File: src/dmap_pkg.sv
// Shared constants for the drive process-data mapper
`default_nettype none
package dmap_pkg;
    // Register offsets (byte addresses, one word each)
    localparam logic [7:0] OFF_RX_CMD     = 8'h00;
    localparam logic [7:0] OFF_RX_SPEED   = 8'h04;
    localparam logic [7:0] OFF_TX_STATE   = 8'h08;
    localparam logic [7:0] OFF_TX_SPEED   = 8'h0C;
    localparam logic [7:0] OFF_MAP_ENTRY  = 8'h10;
    localparam logic [7:0] OFF_SM_ASSIGN  = 8'h14;
    localparam logic [7:0] OFF_MAP_STATUS = 8'h18;
    localparam logic [7:0] OFF_CYCLE_LEN  = 8'h1C;
    // Command word bits
    localparam int CMD_SWITCH_ON   = 0;
    localparam int CMD_POWER_EN    = 1;
    localparam int CMD_FAST_HALT   = 2;
    localparam int CMD_RUN_EN      = 3;
    localparam int CMD_FAULT_CLEAR = 7;
    // State word bits
    localparam int ST_WARNING = 7;
    localparam int ST_REMOTE  = 9;
    // Map entry fields
    localparam int ME_SIZE32 = 16;
    localparam int ME_HALF   = 17;
    localparam int ME_SLOT   = 18;
    localparam int ME_DIR    = 21;
    localparam int ME_CLEAR  = 22;
    // Assignment fields
    localparam int SA_TX = 8;
    // Mapping limits
    localparam logic [1:0] MAX_OBJS      = 2'h2;
    localparam logic [2:0] MAX_BYTES     = 3'h4;
    localparam logic [3:0] MAX_PDOS      = 4'h5;
    localparam int         NUM_SLOTS     = 5;
    localparam logic [7:0] FIXED_WORDS   = 8'h02;
    // Object index ranges
    localparam logic [15:0] OBJ_PARAM_LO  = 16'h3000;
    localparam logic [15:0] OBJ_PARAM_HI  = 16'h4999;
    localparam logic [15:0] OBJ_VENDOR_LO = 16'h5000;
    localparam logic [15:0] OBJ_VENDOR_HI = 16'h5999;
    localparam logic [15:0] OBJ_DRIVE_LO  = 16'h6000;
    localparam logic [15:0] OBJ_DRIVE_HI  = 16'h6999;
    // Error flag positions
    localparam int ERR_COUNT = 0;
    localparam int ERR_SIZE  = 1;
    localparam int ERR_MIX   = 2;
    localparam int ERR_LIVE  = 3;
    localparam int ERR_HALF  = 4;
    localparam int ERR_ASSN  = 5;
    localparam int ERR_AMIX  = 6;
    localparam int ERR_W     = 7;
    // Refresh timing
    localparam int CLK_MHZ        = 10;
    localparam int CYCLE_BASE_US  = 4000;
    localparam int CYCLE_MAX_US   = 6000;
    localparam int CYCLE_BASE_CYC = CYCLE_BASE_US * CLK_MHZ;
    localparam int CYCLE_MAX_CYC  = CYCLE_MAX_US * CLK_MHZ;
    // Drive commands
    typedef enum logic [2:0] {
        DC_NONE      = 3'h0,
        DC_SHUTDOWN  = 3'h1,
        DC_SWITCH_ON = 3'h2,
        DC_DIS_VOLT  = 3'h3,
        DC_QSTOP     = 3'h4,
        DC_DIS_OP    = 3'h5,
        DC_EN_OP     = 3'h6
    } dmap_cmd_t;
    // Drive states
    typedef enum logic [2:0] {
        DS_NOT_READY = 3'h0,
        DS_SW_ON_DIS = 3'h1,
        DS_READY     = 3'h2,
        DS_SWITCHED  = 3'h3,
        DS_OP_EN     = 3'h4,
        DS_FLT_REACT = 3'h5,
        DS_FAULT     = 3'h6
    } dmap_state_t;
endpackage
`default_nettype wire

File: src/dmap_top.sv
// Process-data front end: command decode, state encode, mapping checks
// Behaviour
// - Command bits 0..3 drive the drive-state machine.
// - Rising bit 7 clears pending faults and warnings; the code clears faults only, state-word bit 7 just follows warning_in.
// - Quick stop while running decelerates; no run until motor stopped.
// - Target speed is signed rpm, sign gives direction.
// - Speed beyond maximum saturates to maximum, never rejected.
// - State word bits 0..6 report the drive state.
// - State word bit 7 is the warning flag.
// - State word bit 9 shows remote control enabled.
// - Actual speed returned as signed rpm.
// - Each mapping PDO holds at most two objects, four bytes total.
// - Each assignment accepts at most five PDOs.
// - Receive PDO never mixes vendor and drive profile objects.
// - Receive assignment refuses a PDO mixing vendor and drive objects.
// - Parameter objects in receive PDO only if changeable while running.
// - Half of a 32-bit object alone is never mapped.
// - Process data refresh every 4 ms, up to 6 ms with more PDOs.
// - Image words in assignment order, 32-bit object low half first.
// - Fixed profile words come first, free PDOs follow.
// - Command bit patterns decode to five of the seven drive commands.
// - Each drive state has a fixed state-word bit pattern.
`default_nettype none
module dmap_top
    import dmap_pkg::*;
#(
    parameter int BASE_CYC = CYCLE_BASE_CYC,
    parameter int MAX_CYC  = CYCLE_MAX_CYC
)(
    // Clock and reset
    input  wire logic        sys_clk,
    input  wire logic        srst,
    // Register port
    input  wire logic [7:0]  reg_addr,
    input  wire logic [31:0] reg_wdata,
    input  wire logic        reg_wr,
    input  wire logic        reg_rd,
    output logic      [31:0] reg_rdata,
    // Inverter core status
    input  wire logic [15:0] max_speed,
    input  wire logic [15:0] core_speed,
    input  wire logic        motor_stopped,
    input  wire logic        fault_in,
    input  wire logic        warning_in,
    input  wire logic        remote_in,
    input  wire logic        live_ok,
    // Inverter core control
    output logic      [15:0] speed_ref,
    output logic             run_enable_out,
    output logic             decel_stop,
    output logic             fault_clear,
    output logic             cycle_tick
);
    localparam int STEP_CYC = (MAX_CYC - BASE_CYC) / (2 * NUM_SLOTS);
    // Count of set bits in an assignment mask
    function automatic logic [3:0] popcount(input logic [7:0] m);
        logic [3:0] n;
        n = '0;
        for (int i = 0; i < 8; i++) begin
            n = n + {3'h0, m[i]};
        end
        return n;
    endfunction
    ////////////////////////////////////////////////////////////////////////
    // Register storage
    logic [15:0]      rx_cmd_q, rx_cmd_d;
    logic [15:0]      rx_speed_q, rx_speed_d;
    logic [22:0]      map_entry_q, map_entry_d;
    logic [15:0]      assign_q, assign_d;
    logic [ERR_W-1:0] err_q, err_d;
    logic [1:0]       cnt_q   [0:2*NUM_SLOTS-1], cnt_d   [0:2*NUM_SLOTS-1];
    logic [2:0]       bytes_q [0:2*NUM_SLOTS-1], bytes_d [0:2*NUM_SLOTS-1];
    logic             vend_q  [0:2*NUM_SLOTS-1], vend_d  [0:2*NUM_SLOTS-1];
    logic             drv_q   [0:2*NUM_SLOTS-1], drv_d   [0:2*NUM_SLOTS-1];
    logic [ERR_W-1:0] ent_err, assn_err;
    logic [3:0]       ent_idx;
    logic             wr_entry, wr_assign;
    assign wr_entry  = reg_wr && (reg_addr == OFF_MAP_ENTRY);
    assign wr_assign = reg_wr && (reg_addr == OFF_SM_ASSIGN);
    assign ent_idx   = (reg_wdata[ME_DIR] ? 4'(NUM_SLOTS) : 4'h0) + {1'b0, reg_wdata[ME_SLOT +: 3]};
    dmap_map_check u_check (
        .obj        (reg_wdata[15:0]),
        .size32     (reg_wdata[ME_SIZE32]),
        .half       (reg_wdata[ME_HALF]),
        .dir_tx     (reg_wdata[ME_DIR]),
        .slot       (reg_wdata[ME_SLOT +: 3]),
        .live_ok    (live_ok),
        .cur_cnt    (cnt_q[ent_idx]),
        .cur_bytes  (bytes_q[ent_idx]),
        .cur_vendor (vend_q[ent_idx]),
        .cur_drive  (drv_q[ent_idx]),
        .err        (ent_err)
    );
    // Assignment check: slot count and mixed receive PDOs
    always_comb begin
        assn_err = '0;
        assn_err[ERR_ASSN] = (popcount(reg_wdata[7:0]) > MAX_PDOS) || (reg_wdata[7:5] != 3'h0)
                             || (popcount(reg_wdata[15:8]) > MAX_PDOS) || (reg_wdata[15:13] != 3'h0);
        for (int i = 0; i < NUM_SLOTS; i++) begin
            if (reg_wdata[i] && vend_q[i] && drv_q[i]) begin
                assn_err[ERR_AMIX] = 1'b1;
            end
        end
    end
    // Register writes; refused entries and assignments leave state as it was
    always_comb begin
        rx_cmd_d    = rx_cmd_q;
        rx_speed_d  = rx_speed_q;
        map_entry_d = map_entry_q;
        assign_d    = assign_q;
        err_d       = err_q;
        cnt_d       = cnt_q;
        bytes_d     = bytes_q;
        vend_d      = vend_q;
        drv_d       = drv_q;
        if (reg_wr && reg_addr == OFF_RX_CMD) begin
            rx_cmd_d = reg_wdata[15:0];
        end
        if (reg_wr && reg_addr == OFF_RX_SPEED) begin
            rx_speed_d = reg_wdata[15:0];
        end
        // Clear first so a refusal in the same cycle still shows
        if (reg_wr && reg_addr == OFF_MAP_STATUS) begin
            err_d = err_q & ~reg_wdata[ERR_W-1:0];
        end
        if (wr_entry && reg_wdata[ME_CLEAR] && (ent_idx < 4'(2 * NUM_SLOTS))) begin
            cnt_d[ent_idx]   = '0;
            bytes_d[ent_idx] = '0;
            vend_d[ent_idx]  = 1'b0;
            drv_d[ent_idx]   = 1'b0;
        end else if (wr_entry && (ent_err != '0)) begin
            err_d = err_d | ent_err;
        end else if (wr_entry) begin
            map_entry_d      = reg_wdata[22:0];
            cnt_d[ent_idx]   = cnt_q[ent_idx] + 2'h1;
            bytes_d[ent_idx] = bytes_q[ent_idx] + (reg_wdata[ME_SIZE32] ? 3'h4 : 3'h2);
            vend_d[ent_idx]  = vend_q[ent_idx] || (reg_wdata[15:0] inside {[OBJ_VENDOR_LO:OBJ_VENDOR_HI]});
            drv_d[ent_idx]   = drv_q[ent_idx] || (reg_wdata[15:0] inside {[OBJ_DRIVE_LO:OBJ_DRIVE_HI]});
        end
        if (wr_assign && (assn_err != '0)) begin
            err_d = err_d | assn_err;
        end else if (wr_assign) begin
            assign_d = reg_wdata[15:0];
        end
    end
    always_ff @(posedge sys_clk) begin
        if (srst) begin
            rx_cmd_q    <= '0;
            rx_speed_q  <= '0;
            map_entry_q <= '0;
            assign_q    <= '0;
            err_q       <= '0;
            for (int i = 0; i < 2 * NUM_SLOTS; i++) begin
                cnt_q[i]   <= '0;
                bytes_q[i] <= '0;
                vend_q[i]  <= 1'b0;
                drv_q[i]   <= 1'b0;
            end
        end else begin
            rx_cmd_q    <= rx_cmd_d;
            rx_speed_q  <= rx_speed_d;
            map_entry_q <= map_entry_d;
            assign_q    <= assign_d;
            err_q       <= err_d;
            cnt_q       <= cnt_d;
            bytes_q     <= bytes_d;
            vend_q      <= vend_d;
            drv_q       <= drv_d;
        end
    end
    ////////////////////////////////////////////////////////////////////////
    // Image size: fixed words first, then assigned free PDOs in slot order
    logic [7:0] rx_words, tx_words;
    logic [3:0] npdo;
    always_comb begin
        rx_words = FIXED_WORDS;
        tx_words = FIXED_WORDS;
        for (int i = 0; i < NUM_SLOTS; i++) begin
            if (assign_q[i]) begin
                rx_words = rx_words + {6'h0, bytes_q[i][2:1]};
            end
            if (assign_q[SA_TX + i]) begin
                tx_words = tx_words + {6'h0, bytes_q[NUM_SLOTS + i][2:1]};
            end
        end
        npdo = popcount(assign_q[7:0]) + popcount(assign_q[15:8]);
    end
    ////////////////////////////////////////////////////////////////////////
    // Refresh timer: base period stretched per assigned PDO
    logic [31:0] period;
    logic [31:0] tmr_q, tmr_d;
    logic        tick_d;
    assign period = 32'(BASE_CYC) + 32'(STEP_CYC) * {28'h0, npdo};
    always_comb begin
        tick_d = (tmr_q >= period - 32'h1);
        tmr_d  = tick_d ? 32'h0 : tmr_q + 32'h1;
    end
    always_ff @(posedge sys_clk) begin
        if (srst) begin
            tmr_q      <= '0;
            cycle_tick <= 1'b0;
        end else begin
            tmr_q      <= tmr_d;
            cycle_tick <= tick_d;
        end
    end
    ////////////////////////////////////////////////////////////////////////
    // Drive state machine; commands act once per refresh, fault and power-up steps every clock
    dmap_cmd_t   cmd;
    dmap_state_t st_q, st_d;
    logic        clr_prev_q, clr_prev_d;
    logic        halt_q, halt_d;
    logic        fclr_d;
    dmap_cmd_decode u_dec (
        .cmd_word (rx_cmd_q),
        .cmd      (cmd)
    );
    always_comb begin
        st_d       = st_q;
        clr_prev_d = clr_prev_q;
        halt_d     = halt_q && !motor_stopped;
        fclr_d     = 1'b0;
        if (tick_d) begin
            clr_prev_d = rx_cmd_q[CMD_FAULT_CLEAR];
            fclr_d     = rx_cmd_q[CMD_FAULT_CLEAR] && !clr_prev_q;
        end
        if (fault_in && st_q != DS_FAULT && st_q != DS_FLT_REACT) begin
            st_d = DS_FLT_REACT;
        end else begin
            case (st_q)
                DS_NOT_READY: st_d = DS_SW_ON_DIS;
                DS_FLT_REACT: st_d = DS_FAULT;
                DS_FAULT: begin
                    if (fclr_d) begin
                        st_d = DS_SW_ON_DIS;
                    end
                end
                DS_SW_ON_DIS: begin
                    if (tick_d && cmd == DC_SHUTDOWN) begin
                        st_d = DS_READY;
                    end
                end
                DS_READY: begin
                    if (tick_d && (cmd == DC_DIS_VOLT || cmd == DC_QSTOP)) begin
                        st_d = DS_SW_ON_DIS;
                    end else if (tick_d && (cmd == DC_SWITCH_ON || cmd == DC_EN_OP)) begin
                        st_d = DS_SWITCHED;
                    end
                end
                DS_SWITCHED: begin
                    if (tick_d && (cmd == DC_DIS_VOLT || cmd == DC_QSTOP)) begin
                        st_d = DS_SW_ON_DIS;
                    end else if (tick_d && cmd == DC_SHUTDOWN) begin
                        st_d = DS_READY;
                    end else if (tick_d && cmd == DC_EN_OP && !halt_q) begin
                        st_d = DS_OP_EN;
                    end
                end
                DS_OP_EN: begin
                    if (tick_d && cmd == DC_QSTOP) begin
                        st_d   = DS_SW_ON_DIS;
                        halt_d = 1'b1;
                    end else if (tick_d && cmd == DC_DIS_VOLT) begin
                        st_d = DS_SW_ON_DIS;
                    end else if (tick_d && cmd == DC_SHUTDOWN) begin
                        st_d = DS_READY;
                    end else if (tick_d && cmd == DC_SWITCH_ON) begin
                        st_d = DS_SWITCHED;
                    end
                end
                default: st_d = DS_NOT_READY;
            endcase
        end
    end
    always_ff @(posedge sys_clk) begin
        if (srst) begin
            st_q        <= DS_NOT_READY;
            clr_prev_q  <= 1'b0;
            halt_q      <= 1'b0;
            fault_clear <= 1'b0;
        end else begin
            st_q        <= st_d;
            clr_prev_q  <= clr_prev_d;
            halt_q      <= halt_d;
            fault_clear <= fclr_d;
        end
    end
    ////////////////////////////////////////////////////////////////////////
    // Speed reference every clock; transmitted words refreshed once per refresh
    logic signed [15:0] tgt;
    logic signed [15:0] vmax;
    logic signed [15:0] sat;
    logic [15:0]        st_word_q, st_word_d;
    logic [15:0]        act_q, act_d;
    logic [15:0]        sref_d;
    logic [6:0]         pat;
    assign tgt  = signed'(rx_speed_q);
    assign vmax = signed'({1'b0, max_speed[14:0]});
    always_comb begin
        if (tgt > vmax) begin
            sat = vmax;
        end else if (tgt < -vmax) begin
            sat = -vmax;
        end else begin
            sat = tgt;
        end
        case (st_q)
            DS_SW_ON_DIS: pat = 7'b1100000;
            DS_READY:     pat = 7'b0100001;
            DS_SWITCHED:  pat = 7'b0110011;
            DS_OP_EN:     pat = 7'b0110111;
            DS_FLT_REACT: pat = 7'b0101111;
            DS_FAULT:     pat = 7'b0101000;
            default:      pat = 7'b0000000;
        endcase
        st_word_d = st_word_q;
        act_d     = act_q;
        if (tick_d) begin
            st_word_d = {6'h00, remote_in, 1'b0, warning_in, pat};
            act_d     = core_speed;
        end
        sref_d = (st_q == DS_OP_EN) ? 16'(sat) : 16'h0000;
    end
    always_ff @(posedge sys_clk) begin
        if (srst) begin
            st_word_q      <= '0;
            act_q          <= '0;
            speed_ref      <= '0;
            run_enable_out <= 1'b0;
            decel_stop     <= 1'b0;
        end else begin
            st_word_q      <= st_word_d;
            act_q          <= act_d;
            speed_ref      <= sref_d;
            run_enable_out <= (st_q == DS_OP_EN);
            decel_stop     <= halt_d;
        end
    end
    ////////////////////////////////////////////////////////////////////////
    // Read port: data one cycle after the strobe, zero otherwise
    logic [31:0] rdata_d;
    always_comb begin
        rdata_d = '0;
        if (reg_rd) begin
            case (reg_addr)
                OFF_RX_CMD:     rdata_d = {16'h0, rx_cmd_q};
                OFF_RX_SPEED:   rdata_d = {16'h0, rx_speed_q};
                OFF_TX_STATE:   rdata_d = {16'h0, st_word_q};
                OFF_TX_SPEED:   rdata_d = {16'h0, act_q};
                OFF_MAP_ENTRY:  rdata_d = {9'h0, map_entry_q};
                OFF_SM_ASSIGN:  rdata_d = {16'h0, assign_q};
                OFF_MAP_STATUS: rdata_d = {tx_words, rx_words, 4'h0, npdo, 1'b0, err_q};
                OFF_CYCLE_LEN:  rdata_d = period;
                default:        rdata_d = '0;
            endcase
        end
    end
    always_ff @(posedge sys_clk) begin
        if (srst) begin
            reg_rdata <= '0;
        end else begin
            reg_rdata <= rdata_d;
        end
    end
endmodule
`default_nettype wire

File: src/dmap_cmd_decode.sv
// Command word decoder for the drive state machine
`default_nettype none
module dmap_cmd_decode
    import dmap_pkg::*;
(
    // Command word in
    input  wire logic [15:0] cmd_word,
    // Decoded command out
    output var dmap_cmd_t    cmd
);
    // Priority: voltage off beats quick stop beats the rest
    always_comb begin
        if (!cmd_word[CMD_POWER_EN]) begin
            cmd = DC_DIS_VOLT;
        end else if (!cmd_word[CMD_FAST_HALT]) begin
            cmd = DC_QSTOP;
        end else if (!cmd_word[CMD_SWITCH_ON]) begin
            cmd = DC_SHUTDOWN;
        end else if (cmd_word[CMD_RUN_EN]) begin
            cmd = DC_EN_OP;
        end else begin
            cmd = DC_SWITCH_ON;
        end
    end
endmodule
`default_nettype wire

File: src/dmap_map_check.sv
// Validation of one PDO mapping entry against the slot it joins
`default_nettype none
module dmap_map_check
    import dmap_pkg::*;
(
    // Entry
    input  wire logic [15:0]      obj,
    input  wire logic             size32,
    input  wire logic             half,
    input  wire logic             dir_tx,
    input  wire logic [2:0]       slot,
    input  wire logic             live_ok,
    // Current slot contents
    input  wire logic [1:0]       cur_cnt,
    input  wire logic [2:0]       cur_bytes,
    input  wire logic             cur_vendor,
    input  wire logic             cur_drive,
    // Verdict
    output logic [ERR_W-1:0]      err
);
    logic       is_vendor;
    logic       is_drive;
    logic       is_param;
    logic [3:0] new_bytes;

    assign is_vendor = (obj >= OBJ_VENDOR_LO) && (obj <= OBJ_VENDOR_HI);
    assign is_drive  = (obj >= OBJ_DRIVE_LO) && (obj <= OBJ_DRIVE_HI);
    assign is_param  = (obj >= OBJ_PARAM_LO) && (obj <= OBJ_PARAM_HI);
    assign new_bytes = {1'b0, cur_bytes} + (size32 ? 4'h4 : 4'h2);

    // Each failing check raises its own flag
    always_comb begin
        err = '0;
        err[ERR_COUNT] = (slot >= 3'(NUM_SLOTS)) || (cur_cnt >= MAX_OBJS);
        err[ERR_SIZE]  = new_bytes > {1'b0, MAX_BYTES};
        err[ERR_MIX]   = !dir_tx && ((is_vendor && cur_drive) || (is_drive && cur_vendor));
        err[ERR_LIVE]  = !dir_tx && is_param && !live_ok;
        err[ERR_HALF]  = half;
    end
endmodule
`default_nettype wire

File: config.mk
export PLATFORM = sky130hd
export DESIGN_NAME = dmap_top
export DESIGN_NICKNAME = d
export VERILOG_FILES = /design/src/dmap_pkg.sv /design/src/dmap_top.sv /design/src/dmap_cmd_decode.sv /design/src/dmap_map_check.sv
export SDC_FILE = /design/constraint.sdc
export NUM_CORES = 1
export LEC_CHECK = 0
export ABC_AREA = 1
export ABC_CLOCK_PERIOD_IN_PS = 19700
export BUFFER_PORTS_ARGS = -buffer_cell sky130_fd_sc_hd__buf_2
export CAP_MARGIN = 20
export CORE_MARGIN = 2
export CORE_UTILIZATION = 40
export DETAILED_ROUTE_END_ITERATION = 7
export PLACE_DENSITY = 0.61
export SLEW_MARGIN = 15
export SYNTH_ARGS = -nofsm -noshare
export SYNTH_HDL_FRONTEND = slang
export SYNTH_SLANG_ARGS = --single-unit
File: constraint.sdc
create_clock -name sys_clk -period 19.7 [get_ports sys_clk]
set_clock_uncertainty 0.15 [all_clocks]
set_input_delay 1.97 -clock sys_clk [delete_from_list [all_inputs] [get_ports sys_clk]]
set_output_delay 1.97 -clock sys_clk [all_outputs]
set_load 0.02 [all_outputs]
# --- Word level (Yosys, flattened, before mapping) ---
# Index checks and enable logic that the tools add are counted.
word_totals:
  register_bits: 261
  inputBits: 81
  output_inout_bits: 52
  word_cells: 323
classes:
  add_sub_neg: 47
  n_mul: 1
  n_lt_le_gt_ge: 17
  n_eq_ne: 31
  muxes: 81
  bitwise: 17
  n_reduce_logical: 71
ops:
  columns: ["cell", "n"]
  rows:
  - ["32-bit one-hot mux with 8 select lines", 1]
  - ["30-bit two-way mux", 3]
  - ["3-bit two-way mux", 24]
  - ["4-bit by 1-bit adder with 4-bit output", 16]
  - ["8-bit by 2-bit adder with 8-bit output", 8]
  - ["8-bit two-way mux", 8]
  - ["10-bit two-way mux", 6]
  - ["20-bit two-way mux", 3]
  - ["16-bit by 15-bit <= comparator with 1-bit output (second input constant)", 3]
  - ["7-bit one-hot mux with 6 select lines", 1]
  - ["1-bit logical AND", 40]
  - ["32-bit by 1-bit adder with 32-bit output (second input constant)", 1]
  - ["8-bit by 5-bit == test with 1-bit output (second input constant)", 4]
  - ["16-bit by 15-bit greater-or-equal comparator with 1-bit output (second input constant)", 2]
  - ["32-bit greater-or-equal comparator", 1]
  - ["30-bit AND", 1]
  - ["30-bit bitwise mux", 1]
  - ["30-bit NOT", 1]
  - ["7-bit two-way mux", 4]
  - ["3-bit one-hot mux with 7 select lines", 1]
  - ["10-bit AND", 2]
  - ["20-bit AND", 1]
  - ["10-bit bitwise mux", 2]
  - ["20-bit bitwise mux", 1]
  - ["other kinds (62)", 130]

# --- Longest topological paths before layout ---
# Gate-level depths: netlist (run 1).
depth:
  ltp_word: 19
  mapped_depth: 46
  mapped_depth_nobuf: 46

# --- Cells and area by module ---
# From an unflattened synthesis (run 1), not the netlist that was laid out.
hier_totals:
  cells_unflattened: 2227
  hier_area_um2: 15830.2
modules_own_cells:
  columns: ["mod", "instances", "cells_per_inst", "area_per_inst_um2", "seq_area_each_um2"]
  rows:
  - ["dmap_top", 1, 2149, 15421.0, 5185.0]
  - ["dmap_map_check", 1, 71, 380.4, 0.0]
  - ["dmap_cmd_decode", 1, 7, 28.8, 0.0]

# --- Least setup slack after synthesis (run 1) ---
# No wires, ideal clock.
synth_timing:
  kind: "flip-flop to flip-flop"
  startpoint: "reg assign_q[1]"
  endpoint: "reg tmr_q[31]"
  setup_time_ps: 128
  t_arrival_ps: 7674
  t_required_ps: 19422
  path_slack_ps: 11748
  path_stages_with_launch: 37
  path_buffers: 1
  period_less_slack_ps: 7952
  path_cell_list: "dfxtp_1 clkinv_1 fa_1 fa_1 fa_1 fa_1 inv_1 ha_1 inv_1 fa_1 xor2_1 inv_1 ha_1 inv_1 fa_1 inv_1 fa_1 nand2_1 nor2_1 inv_1 xor2_1 nor3_1 inv_1 nor2_1 nand2_1 xnor2_1 ha_1 nand4_1 a21oi_1 nor2_1 nand2_1 nand2_1 nand2_1 clkinv_1 nand2_1 clkbuf_1 nor2_1"
synth_between:
  elab_chain_len: 13
synth_rtl:
  columns: ["item", "line_no", "text"]
  rows:
  - ["start, declared", "dmap_top.sv:69", "logic [15:0] assign_q, assign_d;"]
  - ["start signal, assigned", "dmap_top.sv:163", "assign_q <= assign_d;"]
  - ["1-bit by 1-bit adder with 2-bit output", "dmap_top.sv:60", "n = n + {3'h0, m[i]};"]
  - ["2-bit by 1-bit adder with 3-bit output", "dmap_top.sv:60", null]
  - ["3-bit by 1-bit adder with 4-bit output", "dmap_top.sv:60", null]
  - ["4-bit by 1-bit adder with 4-bit output (4 in series)", "dmap_top.sv:60", null]
  - ["4-bit adder", "dmap_top.sv:186", "npdo = popcount(assign_q[7:0]) + popcount(assign_q[15:8]);"]
  - ["7-bit by 4-bit multiplier with 11-bit output", "dmap_top.sv:193", "assign period = 32'(BASE_CYC) + 32'(STEP_CYC) * {28'h0, npdo};"]
  - ["16-bit by 15-bit adder with 17-bit output", "dmap_top.sv:193", null]
  - ["17-bit by 1-bit subtractor with 18-bit output", "dmap_top.sv:195", "tick_d = (tmr_q >= period - 32'h1);"]
  - ["32-bit greater-or-equal comparator", "dmap_top.sv:195", null]
  - ["2-bit OR reduction (no line)", null, null]
  - ["end signal, assigned", "dmap_top.sv:203", "tmr_q <= tmr_d;"]
  - ["end, declared", "dmap_top.sv:191", "logic [31:0] tmr_q, tmr_d;"]
# No other way between the ends.
# A chain may end at the register's enable or synchronous reset.

# --- Final worst setup path (run 1) ---
layout_timing:
  startpoint: "reg assign_q[1]"
  endpoint: "reg tmr_q[15]"
# The elaborated chain is that of the path after synthesis.

==> results of run 1 <==
power by group through the flow:
stage	clock (W)	combinational (W)	sequential, W
detailed placement	0	0.000136	0.000542
floorplan	0	0.0000906	0.000542
global placement	0	0.000132	0.000542
global route	0.000633	0.000155	0.000530
CTS	0.000618	0.000137	0.000530
finish	0.000605	0.000138	0.000530
per-stage QoR:
step | hold WS, ns | instances | worst slack, ns | total power (W) | instance area [um^2]
floorplan | 0.2675 | 2304 | 11.75 | 0.0006321 | 16030
global placement | 0.2775 | 2894 | 10.44 | 0.0006741 | 17050
detailed placement | 0.2841 | 2894 | 10.29 | 0.0006774 | 17050
CTS | 0.2975 | 2950 | 10.27 | 0.001284 | 18120
global route | 0.3186 | 2951 | 9.563 | 0.001319 | 18120
finish | 0.2982 | 2951 | 10.34 | 0.001274 | 18120
final cells by class:
type / count / share of cell area [%]
Clock inverter: 17 / 1.291
Multi-Input combinational cell: 1606 / 50.40
Clock buffer: 39 / 4.605
Timing Repair Buffer: 128 / 3.645
Sequential cell: 259 / 28.61
Tap cell: 525 / 3.624
Inverter: 377 / 7.829
routing by layer:
metal  global-route usage (%)  wire (um)  up-vias
met3                    3.771       2973      108
met1                    29.53      21100     6983
met2                    37.88      21830      412
met4                    7.742       1659        6
li1                         -          -     7602
met5                        0         40        -
cells by family after synthesis:
logic type      count (synthesis)
xor+xnor                       45
simple gates                  922
other cells                     2
fa+ha+maj                     148
flops                         259
buf+inv                       439
compound gates                473
layout by cell type, fill, tap and decap left out, drive strengths merged, types with 34 or more instances in the layout:
cell type / count
nand2: 527
inv: 369
dfxtp: 259
a21oi: 226
nor2: 200
o21ai: 147
buf: 128
ha: 114
nand3: 101
nor3: 40
clkbuf: 39
o22ai: 38
fa: 34
worst max-delay path by stage:
stage / startpoint / endpoint
2_1_floorplan: assign_q[1] / tmr_q[31]
3_3_place_gp: assign_q[1] / tmr_q[15]
3_5_place_dp: assign_q[1] / tmr_q[15]
4_1_cts: assign_q[1] / tmr_q[15]
5_1_grt: assign_q[1] / act_q[0]
6_report: assign_q[1] / tmr_q[15]
flip-flops by register name (all words and copies together), names as in the netlist, 3 cells and up:
signal	flops
rx_cmd_q	16
st_word_q	9
st_q	3
tmr_q	32
act_q	16
drv_q	10
bytes_q	30
err_q	7
reg_rdata	30
rx_speed_q	16
assign_q	16
vend_q	10
speed_ref	16
cnt_q	20
map_entry_q	23
==> metrics.yaml, run 1 <==
synth:
  synth.area.top_cells: "dfxtp_1 32%, nand2_1 12%, ha_1 8.9%"
  yosysMostFrequentCell: "nand2_1"
  synthSimpleGateAreaFrac_pct: 24.83
  synth_area_leader_cell: "dfxtp_1"
  ys_seq_area_share_pct: 32.47
  yosysWarnings: 0
  ys_types: 54
  synthAdderAreaFrac_pct: 13.20
  synth_top_family_by_area: "simple AND/OR/NAND/NOR gates"
  synth_edf_count: 0
  synthTopCellsByCount: "520 x nand2_1, 356 x inv_1, 259 x dfxtp_1"
  netlist_instances: 2288
  muxShareOfSynthArea_pct: 0
  synth-seq-cells: 259
  synthXorXnorAreaFrac_pct: 2.468
  syn_area_mm2: 0.01597
  synth_area_per_cell_um2: 6.978
  synth-compound-area-share_pct: 16.29
  synth_top_cell_area_share_pct: 32.47
  synth_flop_cell: "dfxtp_1"
  ys_async_sr_fraction_pct: 0
place:
  dpl.hpwl_um: 36140
  io_buffers: 120
  gp_congestion: 0.8982
floorplan:
  fp-row-count: 73
  start_util_pct: 40.37
  die_area_mm2: 0.04153
  die_y_um: 203.8
  die_width_um: 203.8
  core_area_mm2: 0.03955
  ios: 133
cells_and_area:
  antenna_cells: 0
  fin_util_pct: 45.83
  seq_area_mm2: 0.005185
  layout.nets: 2631
  drive_gt1_share_pct: 9.316
  fillers: 4023
  syn_to_final_growth_pct: 13.51
  multi_input_area_mm2: 0.009134
sta:
  finalCritPeriodShare_pct: 47.51
  hold_viol: 0
  period_needed_ns: 9.359
  slew_viol_final: 0
  max_freq_mhz: 106.8
  finalSetupTns_ns: 0
  relSlewSlack_pct: 30.20
  tightestPinTransition_ns: 1.047
  rsz0062_at_grt: "no"
  setup_viol: 0
critical_path:
  path_class: "reg -> reg"
  cp_slowest_cell: "fa_1"
  worstPathRequired_ns: 20.03
  crit_top_cell: "fa_1"
  max_stage_delay_ns: 0.67
  start_kind: "register"
  cp.buffers_inverters: 9
  cp_max_fo: 53
  worstPathArrival_ns: 9.69
  ff2ff_path_depth: 36
  cp_num_cells: 36
  r2r_end: "tmr_q[15]"
  cpLargestDelayFamily: "adder cells"
  regToRegSetupSlack_ns: 10.34
  end_kind: "register"
  rr_startpoint: "assign_q[1]"
routing:
  first_pass_iters: 6
  drt.antenna.violating_nets: 0
  routed_wl_um: 47600
  avgRoutedWirePerCell_um: 16.13
  viasPerCell: 5.121
  drt-initial-drc-count: 1098
  via_count: 15111
  drc: 0
clock_tree:
  clk_pin_slew_ns: 0.06
  clk_latency_ns: 0.59
  cts_buffers: 30
  clock-sinks: 259
  post_cts_resize_count: 0
  postCtsHoldBufs: 0
  cts_setup_buffers: 0
  clockBufferDepth: 3
  cts-htree-levels: 1
  tritoncts: "done"
  root_buffer: "clkbuf_16"
worst_hold_path:
  hold_path.class: "reg -> reg"
  holdPathEnd: "tmr_q[0]"
  whs_path_depth: 1
  holdCritStartpoint: "tmr_q[0]"
grt:
  grt_pass1_vias: 14530
  antenna_found_initial: 3
  grt_pass1_wl_um: 75020
  grt_max_degree: 102
  grt_usage_pct: 22.65
  grt-ovfl-total: 0
job:
  drv_cap: 0
power:
  swShare_pct: 26.84
  intPower_w: 0.0009319
  vdd_ir_drop_max_mv: 0.06840
  p_clk_share_pct: 47.5
  power.density_cell_area_mw_per_mm2: 70.28
  power_frac_seq_pct: 41.6
  p_sw_w: 0.0003418
  combPwrFrac_pct: 10.8
  total_leakage_power_nw: 8.583
run_status:
  status: "complete, no violations"
Power figures use the tool's default switching activity.
==> inputs of run 2 (changes only) <==
- ABC_CLOCK_PERIOD_IN_PS: 19700 -> 9100
- clock period: 19.7 -> 9.1 ns (I/O delays scaled with it)
==> run 2 against run 1 <==
Power is 120% higher. Die area unchanged. Sequential share of layout area decreased by 0.25 points. Combinational power is 120% higher. Non-clock buffer count rose by 9. Sequential cell count did not move. Worst setup slack got worse by 9.6 ns. Sequential power is 120% higher. Hold slack got worse by 0.0015 ns. Global-route usage is 0.23 points higher. Via count is 1.5% higher. Critical path depth fell by 2. Critical endpoint unchanged. Largest power group unchanged.
==> metrics.yaml, run 2 (synthesis gave the netlist of run 1 again) <==
power:
  vdd_ir_drop_max_mv: 0.1460
  power.density_cell_area_mw_per_mm2: 153.0
  total_leakage_power_nw: 8.646
clock_tree:
  tritoncts: "done"
  clockBufferDepth: 3
  cts_buffers: 31
  clk_latency_ns: 0.58
  clock-sinks: 259
  cts-htree-levels: 1
  postCtsHoldBufs: 0
  root_buffer: "clkbuf_16"
  clk_pin_slew_ns: 0.06
sta:
  max_freq_mhz: 119.6
  finalSetupTns_ns: 0
  rsz0062_at_grt: "no"
  relSlewSlack_pct: 31.15
  finalCritPeriodShare_pct: 91.85
  setup_viol: 0
  slew_viol_final: 0
  tightestPinTransition_ns: 1.033
  period_needed_ns: 8.359
  hold_viol: 0
  fin_ws_ns: 0.7415
worst_hold_path:
  holdCritStartpoint: "map_entry_q[18]"
  holdPathEnd: "map_entry_q[18]"
  whs_path_depth: 2
  hold_path.class: "reg -> reg"
place:
  place_ws_ns: 0.3800
  io_buffers: 120
  dpl.hpwl_um: 36510
  dp_cells: 2901
  gp_congestion: 0.8962
  detailed_place.area_mm2: 0.01711
routing:
  viasPerCell: 5.178
  via_count: 15342
  drt-initial-drc-count: 1074
  routed_wl_um: 48290
  drc: 0
  avgRoutedWirePerCell_um: 16.30
  drt.antenna.violating_nets: 0
  first_pass_iters: 7
cells_and_area:
  final_cell_mix: "520 x nand2_1, 355 x inv_1, 259 x dfxtp_1, 225 x a21oi_1, 194 x nor2_1"
  largest_reg_flops: 32
  fin_cells: 2963
  layout.nets: 2641
  fin_util_pct: 46.22
  reg.largest.list: "tmr_q x32, bytes_q x30, reg_rdata x30"
  regMostFlops: "tmr_q"
  final_cell_area_mm2: 0.01828
  layout_commonest_cell: "nand2_1"
  syn_to_final_growth_pct: 14.50
  drive_gt1_share_pct: 10.01
critical_path:
  worstPathRequired_ns: 9.42
  cp_slowest_cell: "fa_2"
  path_class: "reg -> reg"
  cpLargestDelayFamily: "adder cells"
  max_stage_delay_ns: 0.62
  r2r_end: "tmr_q[15]"
  worstPathArrival_ns: 8.68
  regToRegSetupSlack_ns: 0.74
  end_kind: "register"
  start_kind: "register"
  ff2ff_path_depth: 34
  rr_startpoint: "assign_q[1]"
  cp_max_fo: 53
  cp.buffers_inverters: 7
grt:
  grt-ovfl-total: 0
  grt_max_degree: 101
  grt_pass1_wl_um: 76220
  grt_pass1_vias: 14476
  antenna_found_initial: 3
  grt_usage_pct: 22.89
job:
  drv_cap: 0
floorplan:
  die_y_um: 203.8
  core_area_mm2: 0.03955
  start_util_pct: 40.37
  die_area_mm2: 0.04153
  fp-row-count: 73
  die_width_um: 203.8
  ios: 133
run_status:
  status: "complete, no violations"
run 2: changes by cell type in the layout (fill, tap and decap cells not counted), sizes merged:
cell and change:
clkinv -2, diode +1, buf +9, clkinvlp +2, clkbuf +1, inv +1
run 2: final cells by class:
class | instances | area (um^2)
Tap cell | 525 | 656.9
Timing Repair Buffer | 137 | 740.7
Clock buffer | 40 | 869.6
Inverter | 377 | 1423
Sequential cell | 259 | 5185
Clock inverter | 18 | 239.0
Multi-Input combinational cell | 1606 | 9165
Antenna cell | 1 | 2.502
Fill cell | 4084 | 21270
run 2: timing repair:
action / CTS / global route
resized for setup: 0 / 7
buffers inserted: 0 / 2
endpoints found under the setup margin: 0 / 62
run 2: how the worst max path moves through the flow:
| stage | start | cells after the start | to |
|---|---|---|---|
| final | assign_q[1] | 34 | tmr_q[15] |
| after floorplan | assign_q[1] | 36 | tmr_q[31] |
| after global routing | assign_q[1] | 37 | st_q[2] |
| after CTS | assign_q[11] | 40 | st_q[2] |
| after detailed placement | assign_q[11] | 40 | st_q[1] |
| after global placement | assign_q[11] | 40 | st_q[1] |
run 2: layer usage:
layer	vias up	share of wire, %	track usage [%]
met5	-	0.048	0
met4	4	2.4	5.944
met3	71	6.5	3.052
met2	460	47	39.67
met1	7162	44	29.86
li1	7645	-	-
run 2: report_power, final:
| group | internal [W] | switching (W) |
|---|---|---|
| Sequential | 0.00114 | 0.00000635 |
| Combinational | 0.0000870 | 0.000216 |
| Clock | 0.000817 | 0.000529 |
| Total | 0.00205 | 0.000752 |
run 2: through the flow:
step | hold WS [ns] | total power, W
floorplan | 0.2675 | 0.001368
global placement | 0.2787 | 0.001463
detailed placement | 0.2887 | 0.001467
CTS | 0.2984 | 0.002814
global route | 0.3186 | 0.002896
finish | 0.2967 | 0.002797
run 2: worst min-delay path, cell delays in order (launching register included):
cell and delay (ns):
dfxtp_1 0.31, inv_1 0.05, a21oi_1 0.05
